File: src/verilog/clt_pkg.sv
package clt_pkg;
  // ==========================================
  // widths and fixed figures
  // ==========================================
  localparam int CAP_W = 16;     // mAh, covers 32 Ah
  localparam int CHG_W = 24;     // signed increments in uAh
  localparam int MV_W = 16;
  localparam int TEMP_W = 16;
  localparam int CUR_W = 16;     // mA, discharge negative
  localparam int PCT_W = 8;
  localparam logic [CAP_W-1:0] MAX_CAP_MAH = 16'h7d00;   // 32000 mAh
  localparam logic [CAP_W-1:0] CAP_ZERO = 16'h0000;
  localparam logic [CHG_W-1:0] VALID_CHG_UAH = 24'h002710;  // 10 mAh
  localparam logic [CHG_W-1:0] SELF_DSG_LIM_UAH = 24'h03e800; // 256 mAh
  localparam logic [CHG_W-1:0] UAH_PER_MAH = 24'h0003e8;
  localparam logic [MV_W-1:0] CUTOFF_LEVEL_2_MARGIN_MV = 16'h0100;  // 256 mV
  localparam logic [CAP_W-1:0] FCC_DEC_LIM = 16'h0100;    // 256 mAh
  localparam logic [CAP_W-1:0] FCC_INC_LIM = 16'h0200;    // 512 mAh
  localparam logic [PCT_W-1:0] LVL1_PCT = 8'h03;
  localparam logic [PCT_W-1:0] PCT_FULL = 8'h64;
  localparam int RATE_SHIFT = 5;  // C/32
  localparam int RATE_MULT = 3;   // 3C/32
  localparam real WB_TIME_S = 4.0;
  localparam real CLK_HZ = 10.0e6;
  localparam int WB_CYC = int'(WB_TIME_S * CLK_HZ);

  // ==========================================
  // carriers
  // ==========================================
  typedef struct packed {
    logic capacitySyncEnable;
    logic learnCapLimitEnable;
    logic thresholdCompEnable;
    logic fixedFloorEnable;
  } clt_cfg_s;

  typedef struct packed {
    logic [MV_W-1:0] lvl0;
    logic [MV_W-1:0] lvl1;
    logic [MV_W-1:0] lvl2;
  } clt_thr_s;

  typedef struct packed {
    logic learnQualifiedFlag;
    logic cutoff0;
    logic cutoff1;
    logic cutoff2;
  } clt_status_s;

  typedef enum logic [1:0] {LS_IDLE, LS_RUN, LS_DONE} clt_learn_e;
endpackage

File: src/verilog/clt_capacity_tracker.sv
`timescale 1ns/10ps
`default_nettype none
module clt_capacity_tracker
  import clt_pkg::*;
#(
  parameter int WB_CYCLES = WB_CYC
) (
  input wire logic sys_clk,
  input wire logic nrst,
  input wire logic measTick,
  input wire logic init,
  input wire logic signed [CHG_W-1:0] chargeDelta,
  input wire logic [CHG_W-1:0] selfDsgDelta,
  input wire logic signed [CUR_W-1:0] current,
  input wire logic [MV_W-1:0] cellVoltage,
  input wire logic signed [TEMP_W-1:0] temperature,
  input wire logic signed [TEMP_W-1:0] learnMinTemp,
  input wire logic [CUR_W-1:0] overloadCurrent,
  input wire logic [CAP_W-1:0] nearFullMargin,
  input wire logic [PCT_W-1:0] lowChargePct,
  input wire logic [CAP_W-1:0] storedFullCap,
  input wire logic [CAP_W-1:0] designCapacitySetting,
  input wire logic chargeTermination,
  input wire clt_cfg_s gaugingConfig,
  input wire clt_thr_s fixedThr,
  input wire clt_thr_s compThr,
  output logic [CAP_W-1:0] remainingChargeCount,
  output logic [CAP_W-1:0] learnedFullCapacityValue,
  output logic [CAP_W-1:0] designCapacityRef,
  output logic [PCT_W-1:0] relativeSoc,
  output logic [PCT_W-1:0] absoluteSoc,
  output clt_status_s opStatusWord,
  output logic nvWriteStrobe,
  output logic [CAP_W-1:0] nvWriteData
);
  // ==========================================
  // state
  // ==========================================
  logic [CAP_W-1:0] rc_r, rc_nxt;
  logic [CAP_W-1:0] fcc_r, fcc_nxt;
  logic [CAP_W-1:0] dsgCap_r, dsgCap_nxt;
  logic [CHG_W-1:0] dsgUah_r, dsgUah_nxt;
  logic [CHG_W-1:0] chgAcc_r, chgAcc_nxt;
  logic [CHG_W-1:0] selfAcc_r, selfAcc_nxt;
  logic [2:0] edv_r, edv_nxt;
  logic vdq_r, vdq_nxt;
  logic upd_r, upd_nxt;
  clt_learn_e ls_r, ls_nxt;
  logic [PCT_W-1:0] rsoc_r, rsoc_nxt, asoc_r, asoc_nxt;
  clt_thr_s thr;

  clt_threshold_sel u_thr (
    .sys_clk(sys_clk),
    .nrst(nrst),
    .cfg(gaugingConfig),
    .fixedThr(fixedThr),
    .compThr(compThr),
    .thr(thr)
  );

  clt_writeback #(.WB_CYCLES(WB_CYCLES)) u_wb (
    .sys_clk(sys_clk),
    .nrst(nrst),
    .updated(upd_r),
    .value(fcc_r),
    .wrStrobe(nvWriteStrobe),
    .wrData(nvWriteData)
  );

  // ==========================================
  // derived quantities
  // ==========================================
  logic [CUR_W-1:0] dsgMag;
  logic [CUR_W-1:0] cOver32;
  logic [CUR_W+1:0] c3Over32;
  logic dsgActive, chgActive, overload, detectOk;
  logic [CAP_W+PCT_W-1:0] lowProd, lvl1Prod;
  logic [CAP_W-1:0] lowCap, lvl1Cap;
  logic [2:0] hit;

  always_comb begin
    dsgMag = current[CUR_W-1] ? CUR_W'(-current) : '0;
    cOver32 = fcc_r >> RATE_SHIFT;
    c3Over32 = (CUR_W+2)'((RATE_MULT * fcc_r) >> RATE_SHIFT);
    dsgActive = current[CUR_W-1];
    chgActive = !current[CUR_W-1] && (current != '0);
    overload = dsgMag > overloadCurrent;
    detectOk = dsgActive && !overload && (dsgMag >= cOver32);
    lowProd = fcc_r * lowChargePct;
    lvl1Prod = fcc_r * LVL1_PCT;
    lowCap = CAP_W'(lowProd / PCT_FULL);
    lvl1Cap = CAP_W'(lvl1Prod / PCT_FULL);
    hit[0] = cellVoltage <= thr.lvl0;
    hit[1] = cellVoltage <= thr.lvl1;
    hit[2] = cellVoltage <= thr.lvl2;
  end

  // ==========================================
  // counters, learning and cutoffs
  // ==========================================
  logic [CAP_W:0] sumUp;
  logic [CAP_W-1:0] newFcc;
  logic [CHG_W-1:0] negUah, selfSum;
  logic [CHG_W-1:0] chgSum;
  logic [CAP_W-1:0] subMah;

  always_comb begin
    rc_nxt = rc_r;
    fcc_nxt = fcc_r;
    dsgCap_nxt = dsgCap_r;
    dsgUah_nxt = dsgUah_r;
    chgAcc_nxt = chgAcc_r;
    selfAcc_nxt = selfAcc_r;
    edv_nxt = edv_r;
    vdq_nxt = vdq_r;
    upd_nxt = 1'b0;
    ls_nxt = ls_r;
    newFcc = fcc_r;
    sumUp = '0;
    negUah = '0;
    selfSum = '0;
    chgSum = '0;
    subMah = '0;
    if (init) begin
      fcc_nxt = storedFullCap;
      rc_nxt = CAP_ZERO;
      ls_nxt = LS_IDLE;
      vdq_nxt = 1'b0;
      edv_nxt = '0;
    end else if (measTick) begin
      // charge side, whole mAh added to rc_r, sub-mAh remainder carried in dsgUah_r
      if (!chargeDelta[CHG_W-1]) begin
        chgSum = dsgUah_r + CHG_W'(chargeDelta);
        subMah = CAP_W'(chgSum / UAH_PER_MAH);
        dsgUah_nxt = chgSum % UAH_PER_MAH;
        sumUp = {1'b0, rc_r} + {1'b0, subMah};
        rc_nxt = (sumUp > {1'b0, fcc_r}) ? fcc_r : sumUp[CAP_W-1:0];
        chgAcc_nxt = chgAcc_r + CHG_W'(chargeDelta);
        if (chargeDelta != '0) begin
          edv_nxt = '0;
        end
        if (chgAcc_nxt >= VALID_CHG_UAH) begin
          vdq_nxt = 1'b0;
          ls_nxt = LS_IDLE;
        end
      end else begin
        negUah = CHG_W'(-chargeDelta);
      end
      // self-discharge applies on top of this tick's charge result
      selfSum = negUah + selfDsgDelta + dsgUah_nxt;
      if (chargeDelta[CHG_W-1] || selfDsgDelta != '0) begin
        subMah = CAP_W'(selfSum / UAH_PER_MAH);
        dsgUah_nxt = selfSum % UAH_PER_MAH;
        rc_nxt = (subMah >= rc_nxt) ? CAP_ZERO : rc_nxt - subMah;
        if (ls_r == LS_RUN) begin
          dsgCap_nxt = dsgCap_r + subMah;
        end
      end
      if (ls_r == LS_RUN) begin
        selfAcc_nxt = selfAcc_r + selfDsgDelta;
        if (selfAcc_nxt > SELF_DSG_LIM_UAH) begin
          vdq_nxt = 1'b0;
          ls_nxt = LS_IDLE;
        end
        if (temperature < learnMinTemp) begin
          vdq_nxt = 1'b0;
          ls_nxt = LS_IDLE;
        end
        if (overload && rc_nxt <= lowCap) begin
          vdq_nxt = 1'b0;
          ls_nxt = LS_IDLE;
        end
      end
      // discharge start qualification
      if (dsgActive && ls_r != LS_RUN && !edv_r[2]
          && rc_r >= fcc_r - nearFullMargin) begin
        ls_nxt = LS_RUN;
        vdq_nxt = 1'b1;
        dsgCap_nxt = fcc_r - rc_r;
        chgAcc_nxt = '0;
        selfAcc_nxt = '0;
      end
      // cutoff detection and corrections
      if (detectOk) begin
        if (hit[2] && !edv_r[2]) begin
          edv_nxt[2] = 1'b1;
          if (rc_nxt > lowCap) begin
            rc_nxt = lowCap;
          end
          if (ls_r == LS_RUN && vdq_r) begin
            if (cellVoltage + CUTOFF_LEVEL_2_MARGIN_MV >= thr.lvl2
                && {2'b00, dsgMag} >= c3Over32) begin
              newFcc = dsgCap_nxt + lowCap;
              if (newFcc + FCC_DEC_LIM < fcc_r) begin
                newFcc = fcc_r - FCC_DEC_LIM;
              end else if (newFcc > fcc_r + FCC_INC_LIM) begin
                newFcc = fcc_r + FCC_INC_LIM;
              end
              if (gaugingConfig.learnCapLimitEnable
                  && newFcc > designCapacitySetting) begin
                newFcc = designCapacitySetting;
              end
              if (newFcc > MAX_CAP_MAH) begin
                newFcc = MAX_CAP_MAH;
              end
              fcc_nxt = newFcc;
              upd_nxt = 1'b1;
            end
            vdq_nxt = 1'b0;
            ls_nxt = LS_DONE;
          end
        end
        if (lowChargePct != '0) begin
          if (hit[1] && !edv_r[1]) begin
            edv_nxt[1] = 1'b1;
            if (rc_nxt > lvl1Cap) begin
              rc_nxt = lvl1Cap;
            end
          end
          if (hit[0] && !edv_r[0]) begin
            edv_nxt[0] = 1'b1;
            rc_nxt = CAP_ZERO;
          end
        end
      end else if (overload && hit[2] && ls_r == LS_RUN) begin
        vdq_nxt = 1'b0;
        ls_nxt = LS_IDLE;
      end
      if (ls_r == LS_DONE && chgActive) begin
        ls_nxt = LS_IDLE;
      end
    end
    if (chargeTermination && gaugingConfig.capacitySyncEnable) begin
      rc_nxt = fcc_nxt;
    end
  end

  // ==========================================
  // state of charge, relative vs absolute
  // ==========================================
  logic [CAP_W+PCT_W-1:0] rcPct;
  always_comb begin
    rcPct = rc_r * PCT_FULL;
    rsoc_nxt = (fcc_r == '0) ? '0 : PCT_W'(rcPct / fcc_r);
    asoc_nxt = (designCapacitySetting == '0) ? '0
               : PCT_W'(rcPct / designCapacitySetting);
  end

  always_ff @(posedge sys_clk or negedge nrst) begin
    if (!nrst) begin
      rc_r <= '0;
      fcc_r <= '0;
      dsgCap_r <= '0;
      dsgUah_r <= '0;
      chgAcc_r <= '0;
      selfAcc_r <= '0;
      edv_r <= '0;
      vdq_r <= 1'b0;
      upd_r <= 1'b0;
      ls_r <= LS_IDLE;
      rsoc_r <= '0;
      asoc_r <= '0;
    end else begin
      rc_r <= rc_nxt;
      fcc_r <= fcc_nxt;
      dsgCap_r <= dsgCap_nxt;
      dsgUah_r <= dsgUah_nxt;
      chgAcc_r <= chgAcc_nxt;
      selfAcc_r <= selfAcc_nxt;
      edv_r <= edv_nxt;
      vdq_r <= vdq_nxt;
      upd_r <= upd_nxt;
      ls_r <= ls_nxt;
      rsoc_r <= rsoc_nxt;
      asoc_r <= asoc_nxt;
    end
  end

  // design capacity reference registered for a flop-driven output
  logic [CAP_W-1:0] dcRef_r;
  always_ff @(posedge sys_clk or negedge nrst) begin
    if (!nrst) begin
      dcRef_r <= '0;
    end else begin
      dcRef_r <= designCapacitySetting;
    end
  end

  assign remainingChargeCount = rc_r;
  assign learnedFullCapacityValue = fcc_r;
  assign designCapacityRef = dcRef_r;
  assign relativeSoc = rsoc_r;
  assign absoluteSoc = asoc_r;
  assign opStatusWord = '{learnQualifiedFlag: vdq_r, cutoff0: edv_r[0],
                          cutoff1: edv_r[1], cutoff2: edv_r[2]};
endmodule
`default_nettype wire

File: src/verilog/clt_threshold_sel.sv
`timescale 1ns/10ps
`default_nettype none
// ==========================================
// cutoff threshold selection
// ==========================================
module clt_threshold_sel
  import clt_pkg::*;
(
  input wire logic sys_clk,
  input wire logic nrst,
  input wire clt_cfg_s cfg,
  input wire clt_thr_s fixedThr,
  input wire clt_thr_s compThr,
  output clt_thr_s thr
);
  clt_thr_s thr_r;
  clt_thr_s thr_nxt;

  always_comb begin
    thr_nxt = fixedThr;
    if (cfg.thresholdCompEnable) begin
      thr_nxt = compThr;
      if (cfg.fixedFloorEnable) begin
        thr_nxt.lvl0 = fixedThr.lvl0;
        if (compThr.lvl1 < fixedThr.lvl0) begin
          thr_nxt.lvl1 = fixedThr.lvl0;
        end
        if (compThr.lvl2 < fixedThr.lvl0) begin
          thr_nxt.lvl2 = fixedThr.lvl0;
        end
      end
    end
  end

  always_ff @(posedge sys_clk or negedge nrst) begin
    if (!nrst) begin
      thr_r <= '0;
    end else begin
      thr_r <= thr_nxt;
    end
  end

  assign thr = thr_r;
endmodule
`default_nettype wire

File: src/verilog/clt_writeback.sv
`timescale 1ns/10ps
`default_nettype none
// ==========================================
// learned capacity write-back timer
// ==========================================
module clt_writeback
  import clt_pkg::*;
#(
  parameter int WB_CYCLES = WB_CYC
) (
  input wire logic sys_clk,
  input wire logic nrst,
  input wire logic updated,
  input wire logic [CAP_W-1:0] value,
  output logic wrStrobe,
  output logic [CAP_W-1:0] wrData
);
  localparam int CW = $clog2(WB_CYCLES + 1);
  logic [CW-1:0] cnt_r, cnt_nxt;
  logic pend_r, pend_nxt;
  logic stb_r, stb_nxt;
  logic [CAP_W-1:0] dat_r, dat_nxt;

  always_comb begin
    cnt_nxt = cnt_r;
    pend_nxt = pend_r;
    stb_nxt = 1'b0;
    dat_nxt = dat_r;
    if (pend_r) begin
      cnt_nxt = CW'(cnt_r + 1'b1);
      // back-to-back updates must not starve the write past the limit
      if (!updated || cnt_r >= CW'(WB_CYCLES - 1)) begin
        stb_nxt = 1'b1;
        pend_nxt = 1'b0;
        cnt_nxt = '0;
      end
    end
    if (updated) begin
      pend_nxt = 1'b1;
      dat_nxt = value;
    end
  end

  always_ff @(posedge sys_clk or negedge nrst) begin
    if (!nrst) begin
      cnt_r <= '0;
      pend_r <= 1'b0;
      stb_r <= 1'b0;
      dat_r <= '0;
    end else begin
      cnt_r <= cnt_nxt;
      pend_r <= pend_nxt;
      stb_r <= stb_nxt;
      dat_r <= dat_nxt;
    end
  end

  assign wrStrobe = stb_r;
  assign wrData = dat_r;
endmodule
`default_nettype wire
File: config.mk
export PLATFORM = sky130hd
export DESIGN_NAME = clt_capacity_tracker
export DESIGN_NICKNAME = d
export VERILOG_FILES = /design/src/verilog/clt_pkg.sv /design/src/verilog/clt_capacity_tracker.sv /design/src/verilog/clt_threshold_sel.sv /design/src/verilog/clt_writeback.sv
export SDC_FILE = /design/constraint.sdc
export NUM_CORES = 2
export LEC_CHECK = 0
export ABC_CLOCK_PERIOD_IN_PS = 70000
export BUFFER_PORTS_ARGS = -buffer_cell sky130_fd_sc_hd__buf_4
export CAP_MARGIN = 5
export CORE_ASPECT_RATIO = 0.7
export CORE_MARGIN = 2
export CORE_UTILIZATION = 50
export DETAILED_ROUTE_END_ITERATION = 12
export PLACE_DENSITY_LB_ADDON = 0.05
export SKIP_CTS_REPAIR_TIMING = 1
export SYNTH_ARGS = -nofsm -noshare
export SYNTH_HDL_FRONTEND = slang
export SYNTH_SLANG_ARGS = --single-unit
export TNS_END_PERCENT = 50
File: constraint.sdc
create_clock -name sys_clk -period 70 [get_ports sys_clk]
set_clock_uncertainty 0.05 [all_clocks]
set_input_delay 17.5 -clock sys_clk [delete_from_list [all_inputs] [get_ports sys_clk]]
set_output_delay 17.5 -clock sys_clk [all_outputs]
set_load 0.1 [all_outputs]
==> impl_results.md <==
* Wire per inst at 21.5 um
* Post-synth ARST share at 1.00
* Initial antenna violation count at 12
* IO buf count at 373
* Setup crit end kind: flip-flop
* DR WL met3 at 34.3 mm
* Setup TNS at -6.17 ns
* Failing checks: setup timing
* Mapped Cells at 11300
* Ys flop type: dfrtp_1
* Final setup margin at -3.79 ns
* Simple-gate share of the synthesized area at 0.243
* Mux cell area share after synthesis at 0.0472
* Sequential area share after synthesis at 0.0774
* CTS tree: built
* # clock sinks at 251
* Largest family of logic cells by synthesized area: compound AO/OA/AOI/OAI gates
* #FFs+latches synth at 251
* Final Hold Fails at 0
* Num ports at 374
* Worst hold path class: reg2reg
* M1 WL at 150 mm
* Grt total ovfl at 0
* Total CTS buffers at 35
* Final wirelength at 332 mm
* CP Launch Type: input port
* Crit share post-route at 1.05
* WS Path Type: in2reg
* XOR/XNOR Fraction of Synth Area at 0.0946
* CP arrival at 74.26 ns
* Share of cells above drive strength 1 at 0.240
* Layout Nets at 14800
* Vias at 95400
* Fmax at 0.0136 GHz
* Via density at 6.18
* Final setup viols at 3
* Post-synth EDFFs at 0
* Synth area leaders: ha_1 17%, dfrtp_1 7.7%, xnor2_1 6.7%, a21oi_1 5.8%, nand2_1 4.8%
* Final Critical Period at 73.79 ns
* Die area at 0.166 mm2
* Post-route DRC violation count at 0
* Synthesized area at 0.0812 mm2
* Rows at 123
* Syn. warnings at 0
* Worst path top cell family by delay: compound AO/OA/AOI/OAI gates
* Clk root buf: clkbuf_16
* Largest net degree at the start of global routing at 83
* First-pass GRT wire length at 500 mm
* Distinct cells, synth at 137
* Clock latency on the worst-skew pair at 0.67 ns
* Most common cell on crit path: o21a_1
* Starting density of the core at 0.504
* Final ANT Viol Nets at 0
* RSZ-0062 raised after global routing: true
* Die W at 486 um
* Worst-Margin Slew at 1.16 ns
* Status: finished with violations
* Core area at 0.161 mm2
* DR iter-0 viols at 9823
* Crit path launch: designCapacitySetting[13]
* Slowest cell on crit path: or3_4
* CP max stage delay at 0.45 ns
* Non-filler cells, final at 15400
* Post-Syn Area per Cell at 7.20 um2
* Worst path bufs/invs at 16
* Vias in the first global route at 87600
* Post-synth top area cell: ha_1
* Top routing layer in use: met5
* CP required at 70.47 ns
* Final Max Tran Viols at 0
* HP Start: chgAcc_r[17]
* Global placement routability congestion at 1.05
* Post-Syn Nets at 12800
* Hpwl dp at 266 mm
* # Max-Cap Violations at 0
* Top cell type's share of synthesized area at 0.167
* Post-placement cell count at 15200
* Post-synthesis compound-gate area fraction at 0.283
* DRT Pass-1 Iters at 8
* Chip height at 341 um
* Met2 Wirelength at 135 mm
* Clock Tree Buf Depth at 3
* Slew headroom at 0.220
* Crit Path Max Fanout at 9
* Area growth syn-to-layout at 27.9%
* Reg clk slew, reported paths at 0.06 ns
* Critical R2R Launch: learnedFullCapacityValue[14]
* H-tree depth at 2
* Adder-Cell Fraction of Synth Area at 0.203
* Total track usage at 0.377
==> worst register-to-register path: cells and delay by family, from the launching register on <==
family	cells	cell delay, ns
multiplexers	8	2.46
buffers and inverters	24	4.29
AO/OA/AOI/OAI	188	32.80
adder cells (fa/ha/maj)	24	7.55
XOR/XNOR	5	0.75
flip-flops	1	0.38
AND/OR/NAND/NOR	110	18.13
==> synth_stat cells (96+ instances only) <==
cell / n
nand2_1: 1039
o21a_1: 228
nor2_1: 937
mux2_2: 168
o21ai_0: 725
and2_1: 203
a21o_1: 306
or3_1: 104
fa_1: 131
nand2b_1: 250
mux2i_1: 180
inv_1: 755
nand3_1: 266
nor2b_1: 155
and3_1: 105
o21bai_1: 153
ha_1: 1085
a21oi_1: 935
clkbuf_1: 213
nor3_1: 343
o31ai_1: 168
xor2_1: 243
nor4_1: 103
o211ai_1: 96
dfrtp_1: 251
nand4_1: 157
xnor2_1: 624
==> layout by cell type, fill, tap and decap left out, drive strengths merged, types with 246 or more instances in the layout <==
| cell | instances |
|---|---|
| buf | 2264 |
| ha | 1085 |
| nand2 | 1040 |
| nor2 | 938 |
| a21oi | 937 |
| o21ai | 795 |
| inv | 768 |
| xnor2 | 625 |
| nor3 | 348 |
| a21o | 306 |
| nand3 | 267 |
| nand2b | 251 |
| dfrtp | 251 |
| xor2 | 246 |
==> state kept, by name, summed over array words and instances, names as in the netlist <==
register	count
u_thr.thr	48
u_wb.cnt_r	26
chgAcc_r	24
dsgUah_r	24
selfAcc_r	24
designCapacityRef	16
dsgCap_r	16
learnedFullCapacityValue	16
remainingChargeCount	16
u_wb.wrData	16
absoluteSoc	8
relativeSoc	8
edv_r	3
ls_r	2
u_wb.pend_r	1
u_wb.wrStrobe	1
upd_r	1
vdq_r	1
==> cell type report <==
cell class / count / area [um2]
Sequential cell: 251 / 6300
Inverter: 772 / 2910
Clock inverter: 16 / 248
Tap cell: 2125 / 2660
Antenna cell: 7 / 17.5
Multi-Input combinational cell: 9950 / 73400
Fill cell: 14300 / 57200
Timing Repair Buffer: 2267 / 17300
Clock buffer: 44 / 970
==> final timing paths <==
check / to / slack, ns / cells after the start
worst max-delay path: absoluteSoc[0] / -3.79 / 361
worst min-delay path: chgAcc_r[17] / 0.43 / 2
worst max register to register: relativeSoc[0] / 3.35 / 359
worst min register to register: chgAcc_r[17] / 0.43 / 2
max in group asynchronous: selfAcc_r[9] / 49.94 / 4
min in group asynchronous: relativeSoc[6] / 16.83 / 1
==> through the flow <==
step	setup WS [ns]	hold WS [ns]	instance area (um2)	util
final	-3.79	0.432	104000	0.645
after global routing	-6.94	0.468	104000	0.645
after CTS	-5.39	0.435	100000	0.623
after detailed placement	-5.74	0.421	99000	0.615
after global placement	-4.02	0.412	99000	0.615
after floorplan	-5.90	0.397	82100	-
==> logic make-up (layout without fill, tap and decap cells) <==
| family | after synthesis | after routing |
|---|---|---|
| AND/OR/NAND/NOR | 3969 | 3970 |
| AO/OA/AOI/OAI | 3502 | 3503 |
| adder cells (fa/ha/maj) | 1246 | 1246 |
| buffers and inverters | 1078 | 3099 |
| XOR/XNOR | 872 | 872 |
| multiplexers | 359 | 359 |
| flip-flops | 251 | 251 |
| other | 0 | 7 |
==> layer usage <==
layer | up-vias | GRT usage
li1 | 45300 | -
met1 | 45100 | 0.549
met2 | 4355 | 0.549
met3 | 590 | 0.0760
met4 | 16 | 0.122
met5 | - | 0
Power is not shown: default switching activity piles up to over one toggle a cycle in this logic, so the estimate is an artifact.
